File: src/logic/rtcp_pkg.sv
// Purpose: Shared constants and carrier types for the time-base prescaler block
// Assumes: 200 MHz system clock, internal time base of 8192 Hz
// Notes:   Control bits arrive as plain ports grouped in one struct
package rtcp_pkg;

    // System and time-base rates
    localparam int CLK_HZ         = 200_000_000;
    localparam int TB_HZ          = 8192;
    localparam int INT_DIV        = CLK_HZ / TB_HZ;

    // Prescaler geometry
    localparam int PRESC_W        = 13;
    localparam logic [12:0] PRESC_RST     = 13'h0000;
    localparam logic [12:0] SEC_LAST      = 13'h1FFF;  // 8192 edges per second
    localparam logic [12:0] FIRST_SEC_HUN = 13'h1FEF;  // 8176 edges to first second

    // Hundredths generation
    localparam logic [6:0]  FIRST_HUN     = 7'h50;     // 80 edges
    localparam logic [6:0]  HUN_LONG      = 7'h60;     // three 256 Hz periods
    localparam logic [6:0]  HUN_SHORT     = 7'h40;     // two 256 Hz periods
    localparam int          DITHER_LEN    = 24;
    localparam logic [23:0] DITHER_PAT    = 24'hD56AAA; // leftmost bit first
    localparam logic [4:0]  DITHER_LAST   = 5'h17;

    // Clock output selection
    localparam logic [2:0]  FREQ_TEST     = 3'h7;
    localparam logic [7:0]  CLKDIV_RST    = 8'h00;

    typedef struct packed {
        logic       halt;
        logic       prescaler_clear;
        logic       hundredths_enable;
        logic       external_clock_test_enable;
        logic [2:0] clock_out_pin_freq_select;
    } rtcp_ctrl_t;

    typedef struct packed {
        logic second_tick;
        logic hundredth_tick;
    } rtcp_ticks_t;

endpackage : rtcp_pkg

File: src/logic/rtcp_prescaler.sv
// Purpose: Time-base prescaler with halt, prescaler clear and external clock test mode
// Assumes: Control bits come from register logic on sys_clk; clock pin is asynchronous
// Notes:   Ticks are one-cycle pulses on sys_clk that step the calendar counters
// Behaviour
// - Test mode when frequency select is 111 and test enable set; pin turns input.
// - In test mode pin edges replace internal 8192 Hz; 8192 edges make a second.
// - Halt plus clear holds prescaler at zero until both bits drop.
// - After halt release first second comes after 8192 edges, then every 8192.
// - Hundredths mode: first hundredth at 80 edges, first second at 8176.
// - Hundredths follow dither pattern at 256 Hz after the first second.
// - Test mode entry is unsynchronised; prescaler state undefined until cleared.
// - Halt stops time counting in normal and test mode.
// - Time and date writes allowed only while halt is set.
// - Halt gates the time base off yet still accepts prescaler clear.
// - Halt does not affect the clock output pin frequencies.
// - First increment within one time-base period after halt release.
module rtcp_prescaler #(
    parameter int INT_DIV_CYCLES = rtcp_pkg::INT_DIV
) (
    // Clock and reset
    input  wire logic                  sys_clk,
    input  wire logic                  nrst,
    // Control bits
    input  wire rtcp_pkg::rtcp_ctrl_t  ctrl,
    // Clock pin, three signals
    input  wire logic                  clock_out_pin_i,
    output logic                       clock_out_pin_o,
    output logic                       clock_out_pin_oe,
    // Status and ticks
    output logic                       time_write_enable,
    output logic                       test_mode_active,
    output rtcp_pkg::rtcp_ticks_t      ticks
);

    ////////////////////////////////////////////////////////////////////////////////
    // Internal 8192 Hz enable and clock output divider

    logic [15:0] int_cnt;
    logic [15:0] next_int_cnt;
    logic        int_tick;
    logic [7:0]  clkdiv;
    logic [7:0]  next_clkdiv;
    logic        next_clock_out_pin_o;
    logic        test_mode;

    assign test_mode = ctrl.external_clock_test_enable
                       && (ctrl.clock_out_pin_freq_select == rtcp_pkg::FREQ_TEST);
    assign int_tick  = (int_cnt == 16'(INT_DIV_CYCLES - 1));

    always_comb begin
        next_int_cnt = int_tick ? 16'h0000 : int_cnt + 16'h0001;
        next_clkdiv  = int_tick ? clkdiv + 8'h01 : clkdiv;
        // Output runs free of halt so downstream clocks never stall
        next_clock_out_pin_o = clkdiv[ctrl.clock_out_pin_freq_select];
    end

    always_ff @(posedge sys_clk or negedge nrst) begin
        if (!nrst) begin
            int_cnt         <= 16'h0000;
            clkdiv          <= rtcp_pkg::CLKDIV_RST;
            clock_out_pin_o <= 1'b0;
        end else begin
            int_cnt         <= next_int_cnt;
            clkdiv          <= next_clkdiv;
            clock_out_pin_o <= next_clock_out_pin_o;
        end
    end

    assign clock_out_pin_oe = !test_mode;

    ////////////////////////////////////////////////////////////////////////////////
    // External clock pin synchroniser and edge detect

    logic sync1;
    logic sync2;
    logic sync3;
    logic ext_edge;
    logic tb_tick;

    always_ff @(posedge sys_clk or negedge nrst) begin
        if (!nrst) begin
            sync1 <= 1'b0;
            sync2 <= 1'b0;
            sync3 <= 1'b0;
        end else begin
            sync1 <= clock_out_pin_i;
            sync2 <= sync1;
            sync3 <= sync2;
        end
    end

    assign ext_edge = sync2 && !sync3;
    // No resync on mode entry: prescaler keeps whatever it held
    assign tb_tick  = test_mode ? ext_edge : int_tick;

    ////////////////////////////////////////////////////////////////////////////////
    // Halt, clear hold and prescaler chain

    logic        hold;
    logic        next_hold;
    logic        stopped;
    logic        step;
    logic [12:0] presc;
    logic [12:0] next_presc;
    logic        first_done;
    logic        next_first_done;
    logic [6:0]  hcnt;
    logic [6:0]  next_hcnt;
    logic [4:0]  didx;
    logic [4:0]  next_didx;
    logic [6:0]  hun_target;
    logic        sec_hit;
    logic        hun_hit;
    rtcp_pkg::rtcp_ticks_t next_ticks;

    assign stopped = ctrl.halt || hold;
    assign step    = tb_tick && !stopped;
    assign time_write_enable = ctrl.halt;
    assign test_mode_active  = test_mode;

    always_comb begin
        hun_target = !first_done ? rtcp_pkg::FIRST_HUN :
                     (rtcp_pkg::DITHER_PAT[5'(rtcp_pkg::DITHER_LEN - 1) - didx]
                      ? rtcp_pkg::HUN_LONG : rtcp_pkg::HUN_SHORT);
        if (ctrl.hundredths_enable && !first_done) begin
            sec_hit = step && (presc == rtcp_pkg::FIRST_SEC_HUN);
        end else begin
            sec_hit = step && (presc == rtcp_pkg::SEC_LAST);
        end
        hun_hit = ctrl.hundredths_enable && step && (hcnt == hun_target - 7'h01);
    end

    always_comb begin
        next_hold       = hold;
        next_presc      = presc;
        next_first_done = first_done;
        next_hcnt       = hcnt;
        next_didx       = didx;
        next_ticks      = '0;
        if (ctrl.halt && ctrl.prescaler_clear) begin
            next_hold = 1'b1;
        end else if (!ctrl.halt && !ctrl.prescaler_clear) begin
            next_hold = 1'b0;
        end
        if (ctrl.halt && ctrl.prescaler_clear) begin
            // Clear accepted while time base is gated off
            next_presc      = rtcp_pkg::PRESC_RST;
            next_first_done = 1'b0;
            next_hcnt       = 7'h00;
            next_didx       = 5'h00;
        end else if (step) begin
            next_presc = presc + 13'h0001;
            next_hcnt  = hun_hit ? 7'h00 : hcnt + 7'h01;
            if (hun_hit && first_done) begin
                next_didx = (didx == rtcp_pkg::DITHER_LAST) ? 5'h00 : didx + 5'h01;
            end
            if (sec_hit) begin
                if (!first_done && ctrl.hundredths_enable) begin
                    // Realign so later seconds fall every 8192 edges
                    next_presc = rtcp_pkg::PRESC_RST;
                    next_hcnt  = 7'h00;
                    next_didx  = 5'h00;
                end
                next_first_done = 1'b1;
            end
            next_ticks.second_tick    = sec_hit;
            next_ticks.hundredth_tick = hun_hit || (sec_hit && ctrl.hundredths_enable);
        end
    end

    always_ff @(posedge sys_clk or negedge nrst) begin
        if (!nrst) begin
            hold       <= 1'b0;
            presc      <= rtcp_pkg::PRESC_RST;
            first_done <= 1'b0;
            hcnt       <= 7'h00;
            didx       <= 5'h00;
            ticks      <= '0;
        end else begin
            hold       <= next_hold;
            presc      <= next_presc;
            first_done <= next_first_done;
            hcnt       <= next_hcnt;
            didx       <= next_didx;
            ticks      <= next_ticks;
        end
    end

    // Gap since the last step while the internal base runs; a counter, as the
    // divider is far too long for a delay range
    logic [15:0] idle_cnt;
    logic [15:0] next_idle_cnt;

    always_comb begin
        next_idle_cnt = idle_cnt + 16'h0001;
        if (stopped || test_mode || step) begin
            next_idle_cnt = 16'h0000;
        end
    end

    always_ff @(posedge sys_clk or negedge nrst) begin
        if (!nrst) begin
            idle_cnt <= 16'h0000;
        end else begin
            idle_cnt <= next_idle_cnt;
        end
    end
endmodule : rtcp_prescaler

File: config.mk
export PLATFORM = sky130hd
export DESIGN_NAME = rtcp_prescaler
export DESIGN_NICKNAME = d
export VERILOG_FILES = /design/src/logic/rtcp_pkg.sv /design/src/logic/rtcp_prescaler.sv
export SDC_FILE = /design/constraint.sdc
export NUM_CORES = 1
export LEC_CHECK = 0
export BUFFER_PORTS_ARGS = -buffer_cell sky130_fd_sc_hd__buf_2
export CORE_MARGIN = 8
export CORE_UTILIZATION = 45
export CTS_CLUSTER_DIAMETER = 40
export DETAILED_ROUTE_END_ITERATION = 8
export GPL_ROUTABILITY_DRIVEN = 0
export GPL_TIMING_DRIVEN = 0
export PLACE_DENSITY_LB_ADDON = 0.15
export SLEW_MARGIN = 20
export SYNTH_ARGS = -nofsm -noshare
export SYNTH_HDL_FRONTEND = slang
export SYNTH_SLANG_ARGS = --single-unit
File: constraint.sdc
create_clock -name sys_clk -period 4 [get_ports sys_clk]
set_input_delay 0.6 -clock sys_clk [delete_from_list [all_inputs] [get_ports sys_clk]]
set_output_delay 0.6 -clock sys_clk [all_outputs]
set_load 0.01 [all_outputs]
**Word level (Yosys, flattened, before mapping)**

Memory sizes are Yosys's and may differ from the RTL's.
Index checks and enable logic that the tools add are counted.

- Register bits: 57
- Bits in latches: 0
- Bits in writable memories: 0
- Memory bits (read-only): 32
- Input bits: 10
- Word-level logic and storage cells: 83
- Memories: 1

Memory list:

| memory | depth | bits a word | read ports | clocked after Yosys merged registers in | write ports | RTL line | text |
|---|---|---|---|---|---|---|---|
| (no name shown) | 32 | 1 | 1 | 0 | 0 | rtcp_prescaler.sv:123 | `(rtcp_pkg::DITHER_PAT[5'(rtcp_pkg::DITHER_LEN - 1) - didx]` |

- Add/subtract/negate cells: 7
- $mul: 0
- Divide/modulo/power cells: 0
- Magnitude comparators: 2
- Equal/unequal tests: 6
- Shift-type cells: 0
- Muxes and demuxes: 30
- Bitwise logic cells: 0
- Reduce and logical (&&, ||, !) cells: 24

Operator list:

| operator | number |
|---|---|
| $mux W13 | 4 |
| $mux W7 | 5 |
| $mux W5 | 6 |
| $eq A13 B13 Y1 const B | 2 |
| $add A16 B1 Y16 const B | 1 |
| $eq A16 B15 Y1 const B | 1 |
| $mux W16 | 1 |
| $add A13 B1 Y13 const B | 1 |
| $logic_and A1 B1 Y1 | 12 |
| $mux W6 | 2 |
| $mux W1 | 9 |
| $add A8 B1 Y8 const B | 1 |
| $add A7 B1 Y7 const B | 1 |
| $eq A7 B7 Y1 | 1 |
| $sub A7 B1 Y7 const B | 1 |
| $logic_not A1 Y1 | 6 |
| $lt A5 B6 Y1 const B | 1 |
| $reduce_bool A2 Y1 | 3 |
| $add A5 B1 Y5 const B | 1 |
| $eq A5 B5 Y1 const B | 1 |
| $sub A5 B5 Y5 const A | 1 |
| $lt A3 B4 Y1 const B | 1 |
| $mux W2 | 2 |
| $bmux W1 S3 | 1 |
| 3 further kinds | 4 |

**Depth between registers and ports, before layout**

Gate-level depths: netlist of the first run.

- Word-level depth: 14
- Depth in mapped cells: 10

**Worst setup path before layout of the first run**

No wires, ideal clock.

- Path kind: reg2reg
- Start: reg didx[0]
- End: reg didx[3]
- Arrival: 2.132 ns
- Required time: 3.870 ns
- Path slack: 1.738 ns
- Stages on the path, launching flop included: 9
- Buffers on the path: 0
- Period minus slack after synthesis: 2.262 ns
- Cell sequence: dfrtp_1 > inv_1 > ha_1 > and3b_1 > a211oi_1 > a211oi_1 > mux2_2 > o41ai_1 > a21oi_1

- Longest elaborated chain between the ends: 14
- Elaborated cells on any way between the ends: 17

Ends and longest elaborated chain:

| element | RTL line | text |
|---|---|---|
| start, declared | rtcp_prescaler.sv:109 | `logic [4:0] didx;` |
| start signal, assigned | rtcp_prescaler.sv:184 | `didx <= next_didx;` |
| $sub A5 B5 Y5 | rtcp_prescaler.sv:123 |  |
| $mem_v2 Z32 W1 | -- |  |
| $mux W1 (not written as such) | rtcp_prescaler.sv:123 |  |
| $mux W6 | rtcp_prescaler.sv:124 | `? rtcp_pkg::HUN_LONG : rtcp_pkg::HUN_SHORT);` |
| $mux W6 | rtcp_prescaler.sv:122 | `hun_target = !first_done ? rtcp_pkg::FIRST_HUN :` |
| $sub A7 B1 Y7 | rtcp_prescaler.sv:130 | `hun_hit = ctrl.hundredths_enable && step && (hcnt == hun_target - 7'h01);` |
| $eq A7 B7 Y1 | rtcp_prescaler.sv:130 |  |
| $logic_and A1 B1 Y1 | rtcp_prescaler.sv:130 |  |
| $logic_and A1 B1 Y1 | rtcp_prescaler.sv:154 | `if (hun_hit && first_done) begin` |
| $mux W5 * | rtcp_prescaler.sv:154 |  |
| $mux W5 | rtcp_prescaler.sv:158 | `if (!first_done && ctrl.hundredths_enable) begin` |
| $mux W5 * | rtcp_prescaler.sv:157 | `if (sec_hit) begin` |
| $mux W5 * | rtcp_prescaler.sv:151 | `end else if (step) begin` |
| $mux W5 * | rtcp_prescaler.sv:145 | `if (ctrl.halt && ctrl.prescaler_clear) begin` |

Mark *: on every way between the ends. The rest lies on a longest branch, timed or not. The select of a mux whose other input is x is not followed.
A chain may end at the register's enable or synchronous reset.

**Final worst setup path of the first run**

- Start: reg presc[7]
- End: reg presc[10]

- Longest elaborated chain between the ends: 6
- Elaborated cells on any way between the ends: 10

Ends and longest elaborated chain:

| element | RTL line | text |
|---|---|---|
| start, declared | rtcp_prescaler.sv:103 | `logic [12:0] presc;` |
| start signal, assigned | rtcp_prescaler.sv:174 | `presc <= rtcp_pkg::PRESC_RST;` |
| start signal, assigned | rtcp_prescaler.sv:181 | `presc <= next_presc;` |
| branches (longest 3 deep; another with $add A13 B1 Y13) | -- |  |
| $mux W13 * | rtcp_prescaler.sv:157 |  |
| $mux W13 * | rtcp_prescaler.sv:151 |  |
| $mux W13 * | rtcp_prescaler.sv:145 |  |

Every way passes the cells marked *. The select of a mux whose other input is x is not followed.

==> reports/qor.csv, run 1 <==
metric;value;unit
status;finished, final reports clean;
path_max_fanout;10;
ff2ff_setup_slack;1.36;ns
synth_ff_type;dfrtp_1;
ctsHtreeMaxLevel;3;
syn_to_final_growth;11.4;%
track_usage;0.140;
synthesis.instances;309;
ys_warn_count;0;
finalMaxSlewViolations;0;
relSlewSlack;0.389;
synth-seq-cells;57;
grt_antenna_before_repair;0;
nets;354;
fillers;630;
worst_ir_drop_vdd;0.217;mV
syn_nets;328;
clk_latency;0.34;ns
wirelength;6310;µm
die_y;98.9;µm
vias_per_cell;5.64;
cts_hold_buf;0;
synth_enable_flop_cells;0;
rr_startpoint;presc[7];
grt_max_degree;58;
drc;0;
setup_viol;0;
cts_made_buffers;9;
clockBufferDepth;2;
min_period_over_period;0.660;
core_area;6720;µm²
n_antenna_cell;0;
grt_overflow;0;
fin_worst_skew;0.0118;ns
path_clk_slew;0.07;ns
dp_hpwl;4400;µm
row_count;30;
hold_violations;0;
ys_async_sr_fraction;1.00;
synth_cell_type_count;53;
grt_pass1_wl;11100;µm
rsz0062_at_grt;false;
num_vias;2368;
max_cap_viol_count;0;
regArea;1430;µm²
power.density;322;nW/µm²
fin_crit;2.64;ns
leakage;1.53;nW
tightestPinTransition;0.911;ns
port_buffers;15;
ioPinCount;16;
die_w;98.9;µm
rr_worst_depth;6;
wl_per_cell;15.0;µm
post_cts.repair.setup_buffers;0;
fin_ws;1.36;ns
cts_resized;0;
drive_gt1_frac;0.162;
finalSetupTns;0;ns
grt_pass1_vias;2408;
synth_seq_area_share;0.461;
crit_path_start;presc[7];
worst-setup-path-type;flop to flop;
drtIter0Drc;120;
start_kind;flop;
syn_area;3100;µm²
design.die.area;9790;µm²
initial_utilization;0.461;
min_path_type;input port to async pin;
cts_tree;yes;
cts_sinks;57;
pre_cts_ws;1.32;ns
detail-route-antenna-nets;0;
multi_input_area;1570;µm²
endpoint_kind;flop;
avgSynthCellArea;10.0;µm²
rr_endpoint;presc[10];
first_pass_iters;4;
fmax;379;MHz
cp-endpoint;presc[10];
cts_root_buf;clkbuf_8;
cp.required;4.22;ns
worst-endpoint-arrival;2.86;ns
==> layer usage <==
metal	track usage	part of all wire
met4	0.0531	0.012
met2	0.229	0.48
met3	0.0423	0.035
met1	0.168	0.47
met5	0	0
==> metrics by stage <==
| stage | cell area (µm²) | hold slack, ns | std cells | total power, mW | utilization |
|---|---|---|---|---|---|
| 6_report | 3450 | 0.311 | 420 | 1.11 | 0.513 |
| 5_1_grt | 3450 | 0.352 | 420 | 1.16 | 0.513 |
| 3_5_place_dp | 3270 | 0.335 | 404 | 0.647 | 0.487 |
| 3_3_place_gp | 3270 | 0.336 | 404 | 0.646 | 0.487 |
| 2_1_floorplan | 3100 | 0.304 | 309 | 0.620 | - |
| 4_1_cts | 3450 | 0.338 | 420 | 1.13 | 0.513 |
==> worst min path at each step <==
| stage | end | slack (ns) | depth (start not counted) |
|---|---|---|---|
| floorplan | clkdiv[0] | 0.30 | 0 |
| global placement | sync2 | 0.34 | 0 |
| detailed placement | sync2 | 0.33 | 0 |
| CTS | int_cnt[10] | 0.34 | 1 |
| global route | sync1 | 0.35 | 1 |
| finish | int_cnt[11] | 0.31 | 1 |
==> cell usage in the layout, fill, tap and decap left out, types with 3 or more instances in the layout <==
master / synthesis / layout
a211oi_1: 3 / 3
a21o_1: 3 / 3
a21oi_1: 13 / 13
and3_1: 8 / 8
and4_1: 4 / 4
buf_2: 4 / 18
clkbuf_1: 5 / 7
clkbuf_8: 0 / 11
clkinv_2: 0 / 3
dfrtp_1: 57 / 57
ha_1: 9 / 9
inv_1: 9 / 9
mux2_2: 5 / 5
nand2_1: 23 / 23
nand2b_1: 5 / 5
nand3_1: 14 / 14
nand4_1: 11 / 11
nor2_1: 27 / 27
nor3_1: 8 / 8
nor4_1: 4 / 4
o211ai_1: 5 / 5
o21ai_0: 10 / 10
o21ai_1: 10 / 10
or3_1: 6 / 6
xnor2_1: 18 / 18
xor2_1: 12 / 12
==> where the power goes <==
group / total (mW) / internal (mW) / switching (mW)
clock: 0.473 / 0.256 / 0.217
combinational: 0.0493 / 0.0152 / 0.0341
sequential: 0.586 / 0.582 / 0.00425
==> registers in the layout (all words and copies together), names as in the netlist <==
signal / count
clkdiv: 8
clock_out_pin_o: 1
didx: 5
first_done: 1
hcnt: 7
hold: 1
int_cnt: 16
presc: 13
sync1: 1
sync2: 1
sync3: 1
ticks: 2
==> critical path: stages (launching register included) <==
cell and delay [ns]:
dfrtp_1 0.41, nand3_1 0.15, nor4_1 0.66, nor3b_2 0.68, a21o_1 0.27, buf_2 0.26, nor2_1 0.09
==> cell usage after synthesis, types with 2 or more instances <==
master	n	area [µm²]
and4_1	4	35.0
inv_1	9	33.8
nor2_1	27	101
mux4_2	2	45.0
mux2_2	5	56.3
nand3b_1	2	15.0
dfrtp_1	57	1430
nand2_1	23	86.3
or3_1	6	37.5
nand4_1	11	68.8
o21ai_1	10	50.1
o31ai_1	2	15.0
nor3_1	8	40.0
xor2_1	12	105
o21ai_0	10	50.1
clkbuf_1	5	18.8
a21oi_1	13	65.1
nor4_1	4	25.0
xnor2_1	18	158
a31oi_1	2	12.5
a211oi_1	3	22.5
nand3_1	14	70.1
a21o_1	3	22.5
buf_6	2	22.5
o211ai_1	5	37.5
and3_1	8	50.1
buf_2	4	20.0
nand2b_1	5	31.3
ha_1	9	113
a22o_1	2	17.5
or2_2	2	12.5
==> cell families after synthesis <==
family,share of synthesized area
multiplexers,0.0360
AO/OA/AOI/OAI,0.109
XOR/XNOR,0.0849
adder cells (fa/ha/maj),0.0364
flip-flops,0.461
AND/OR/NAND/NOR,0.240
buffers and inverters,0.0331
==> area by class of cell <==
type / instances / share of cell area
tap: 80 / 0.0290
buffer: 12 / 0.0200
inverter: 9 / 0.00980
multi-input combinational: 231 / 0.454
clock buffer: 13 / 0.0461
clock inverter: 3 / 0.00436
sequential: 57 / 0.414
timing repair buffer: 15 / 0.0225
Note: power is estimated with default switching activity, not from simulation.
==> run 2: changes to the inputs <==
--- a/config.mk
+++ b/config.mk
@@ -5,6 +5,7 @@
 export SDC_FILE = /design/constraint.sdc
 export NUM_CORES = 1
 export LEC_CHECK = 0
+export ABC_AREA = 1
 export BUFFER_PORTS_ARGS = -buffer_cell sky130_fd_sc_hd__buf_2
 export CORE_MARGIN = 8
 export CORE_UTILIZATION = 45
==> constraint.sdc (replaced) <==
create_clock -name sys_clk -period 2.35 [get_ports sys_clk]
set_input_delay 0.3525 -clock sys_clk [delete_from_list [all_inputs] [get_ports sys_clk]]
set_output_delay 0.3525 -clock sys_clk [all_outputs]
set_load 0.01 [all_outputs]
==> reports/qor.csv, run 2 <==
metric;value;unit
leakage;1.86;nW
wl_per_cell;12.1;µm
fin_crit;1.83;ns
syn_to_final_growth;12.3;%
port_buffers;15;
rr_endpoint;didx[2];
rr_worst_depth;11;
synth_cell_type_count;39;
ff2ff_setup_slack;0.52;ns
wirelength;6470;µm
drive_gt1_frac;0.154;
cts_made_buffers;9;
post_cts.repair.setup_buffers;0;
tightestPinTransition;0.717;ns
largest_registers;int_cnt x16, presc x13, clkdiv x8;
worst-setup-path-type;flop to flop;
path_max_fanout;6;
utilization;0.512;
synth_ff_type;dfrtp_1;
drc;0;
finalSetupTns;0;ns
design.die.area;10200;µm²
endpoint_kind;flop;
cts_hold_buf;0;
row_count;31;
min_period_over_period;0.780;
initial_utilization;0.456;
pre_cts_ws;0.438;ns
cts_resized;0;
grt_pass1_wl;11400;µm
worst_ir_drop_vdd;0.219;mV
synth_enable_flop_cells;0;
yosysTopAreaCell;dfrtp_1;
n_antenna_cell;0;
clockBufferDepth;2;
largest-register;int_cnt;
syn_nets;423;
max_cap_viol_count;0;
rr_startpoint;didx[0];
fin_ws;0.518;ns
power.density;564;nW/µm²
drtIter0Drc;80;
synth_seq_area_share;0.441;
cp.required;2.58;ns
power.total;2.05;mW
syn_area;3240;µm²
die_y;101;µm
cts_root_buf;clkbuf_8;
min_path_type;input port to async pin;
synthesis.instances;404;
ys_async_sr_fraction;1.00;
ys_warn_count;0;
first_pass_iters;4;
path_clk_slew;0.08;ns
finalMaxSlewViolations;0;
rsz0062_at_grt;false;
ctsHtreeMaxLevel;3;
synth_top_area_frac;0.441;
setup_viol;0;
synth.area.top_cells;dfrtp_1, nand2_1, inv_1, nor2_1, xor2_1;
synth_common_cells;nand2_1, dfrtp_1, inv_1, nor2_1, nand3_1;
clk_latency;0.34;ns
grt_overflow;0;
largest_reg_flops;16;
avgSynthCellArea;8.01;µm²
track_usage;0.139;
nets;449;
relSlewSlack;0.522;
grt_pass1_vias;2532;
layout_commonest_cell;nand2_1;
die_w;101;µm
status;finished, final reports clean;
hold_violations;0;
detail-route-antenna-nets;0;
grt_antenna_before_repair;0;
ioPinCount;16;
worst-endpoint-arrival;2.06;ns
start_kind;flop;
num_vias;2596;
yosysMostFrequentCell;nand2_1;
cts_tree;yes;
fin_worst_skew;0.0108;ns
final_cell_mix;nand2_1, dfrtp_1, inv_1;
grt_max_degree;58;
vias_per_cell;4.86;
fmax;546;MHz
dp_hpwl;4670;µm
cts_sinks;57;
synth-seq-cells;57;
core_area;7100;µm²
[run 2: cell families (layout without fill, tap and decap cells)]
| family | count (synthesis) | after routing | share of synthesized area |
|---|---|---|---|
| and+or+nand+nor | 213 | 213 | 0.312 |
| buffers and inverters | 61 | 92 | 0.0770 |
| DFF | 57 | 57 | 0.441 |
| AOI/OAI and AO/OA | 44 | 44 | 0.0812 |
| xor gates and xnor gates | 20 | 20 | 0.0541 |
| adders and majority gates | 9 | 9 | 0.0348 |
[run 2: layout make-up]
class | instances | area (µm²)
multi-input cells | 286 | 1560
fillers | 712 | 3470
repair buffers | 15 | 77.6
clock buffers | 9 | 124
inverters | 55 | 209
clock inverters | 7 | 71.3
well taps | 99 | 124
flip-flops and latches | 57 | 1430
plain buffers | 6 | 40.0
[run 2: worst max path at each step]
| stage | slack (ns) | startpoint | cells after the start | to |
|---|---|---|---|---|
| finish | 0.52 | didx[0] | 11 | didx[2] |
| detailed placement | 0.44 | ctrl[6] | 8 | hcnt[2] |
| floorplan | 0.73 | didx[0] | 11 | didx[0] |
| global route | 0.30 | didx[0] | 11 | didx[0] |
| CTS | 0.49 | didx[0] | 11 | didx[2] |
| global placement | 0.41 | ctrl[6] | 8 | presc[8] |
[run 2: power breakdown]
group | switching [mW] | internal [mW]
Clock | 0.425 | 0.487
Sequential | 0.0160 | 1.00
Combinational | 0.0802 | 0.0394
[run 2: per-layer routing]
layer | global-route usage | vias up | routed length [µm]
met5 | 0 | - | 0
met3 | 0.0290 | 9 | 240
met1 | 0.176 | 1193 | 3160
met2 | 0.218 | 35 | 2970
li1 | - | 1359 | -
met4 | 0.0698 | 0 | 100
[run 2: worst max-delay path: stages (launching register included)]
cell     delay (ns)
dfrtp_1        0.44
inv_1          0.10
ha_1           0.30
nand3_1        0.08
nand3_1        0.10
nand3_1        0.07
nand2_1        0.08
nand3_1        0.11
nor2_2         0.22
nand3_1        0.10
nand3_1        0.09
nand2_1        0.05
[run 2: per-stage QoR]
| step | cell area, µm² | hold slack (ns) | instances |
|---|---|---|---|
| 2_1_floorplan | 3240 | 0.0569 | 404 |
| 3_3_place_gp | 3430 | 0.351 | 518 |
| 3_5_place_dp | 3440 | 0.340 | 518 |
| 4_1_cts | 3630 | 0.0910 | 534 |
| 5_1_grt | 3630 | 0.110 | 534 |
| 6_report | 3630 | 0.0559 | 534 |
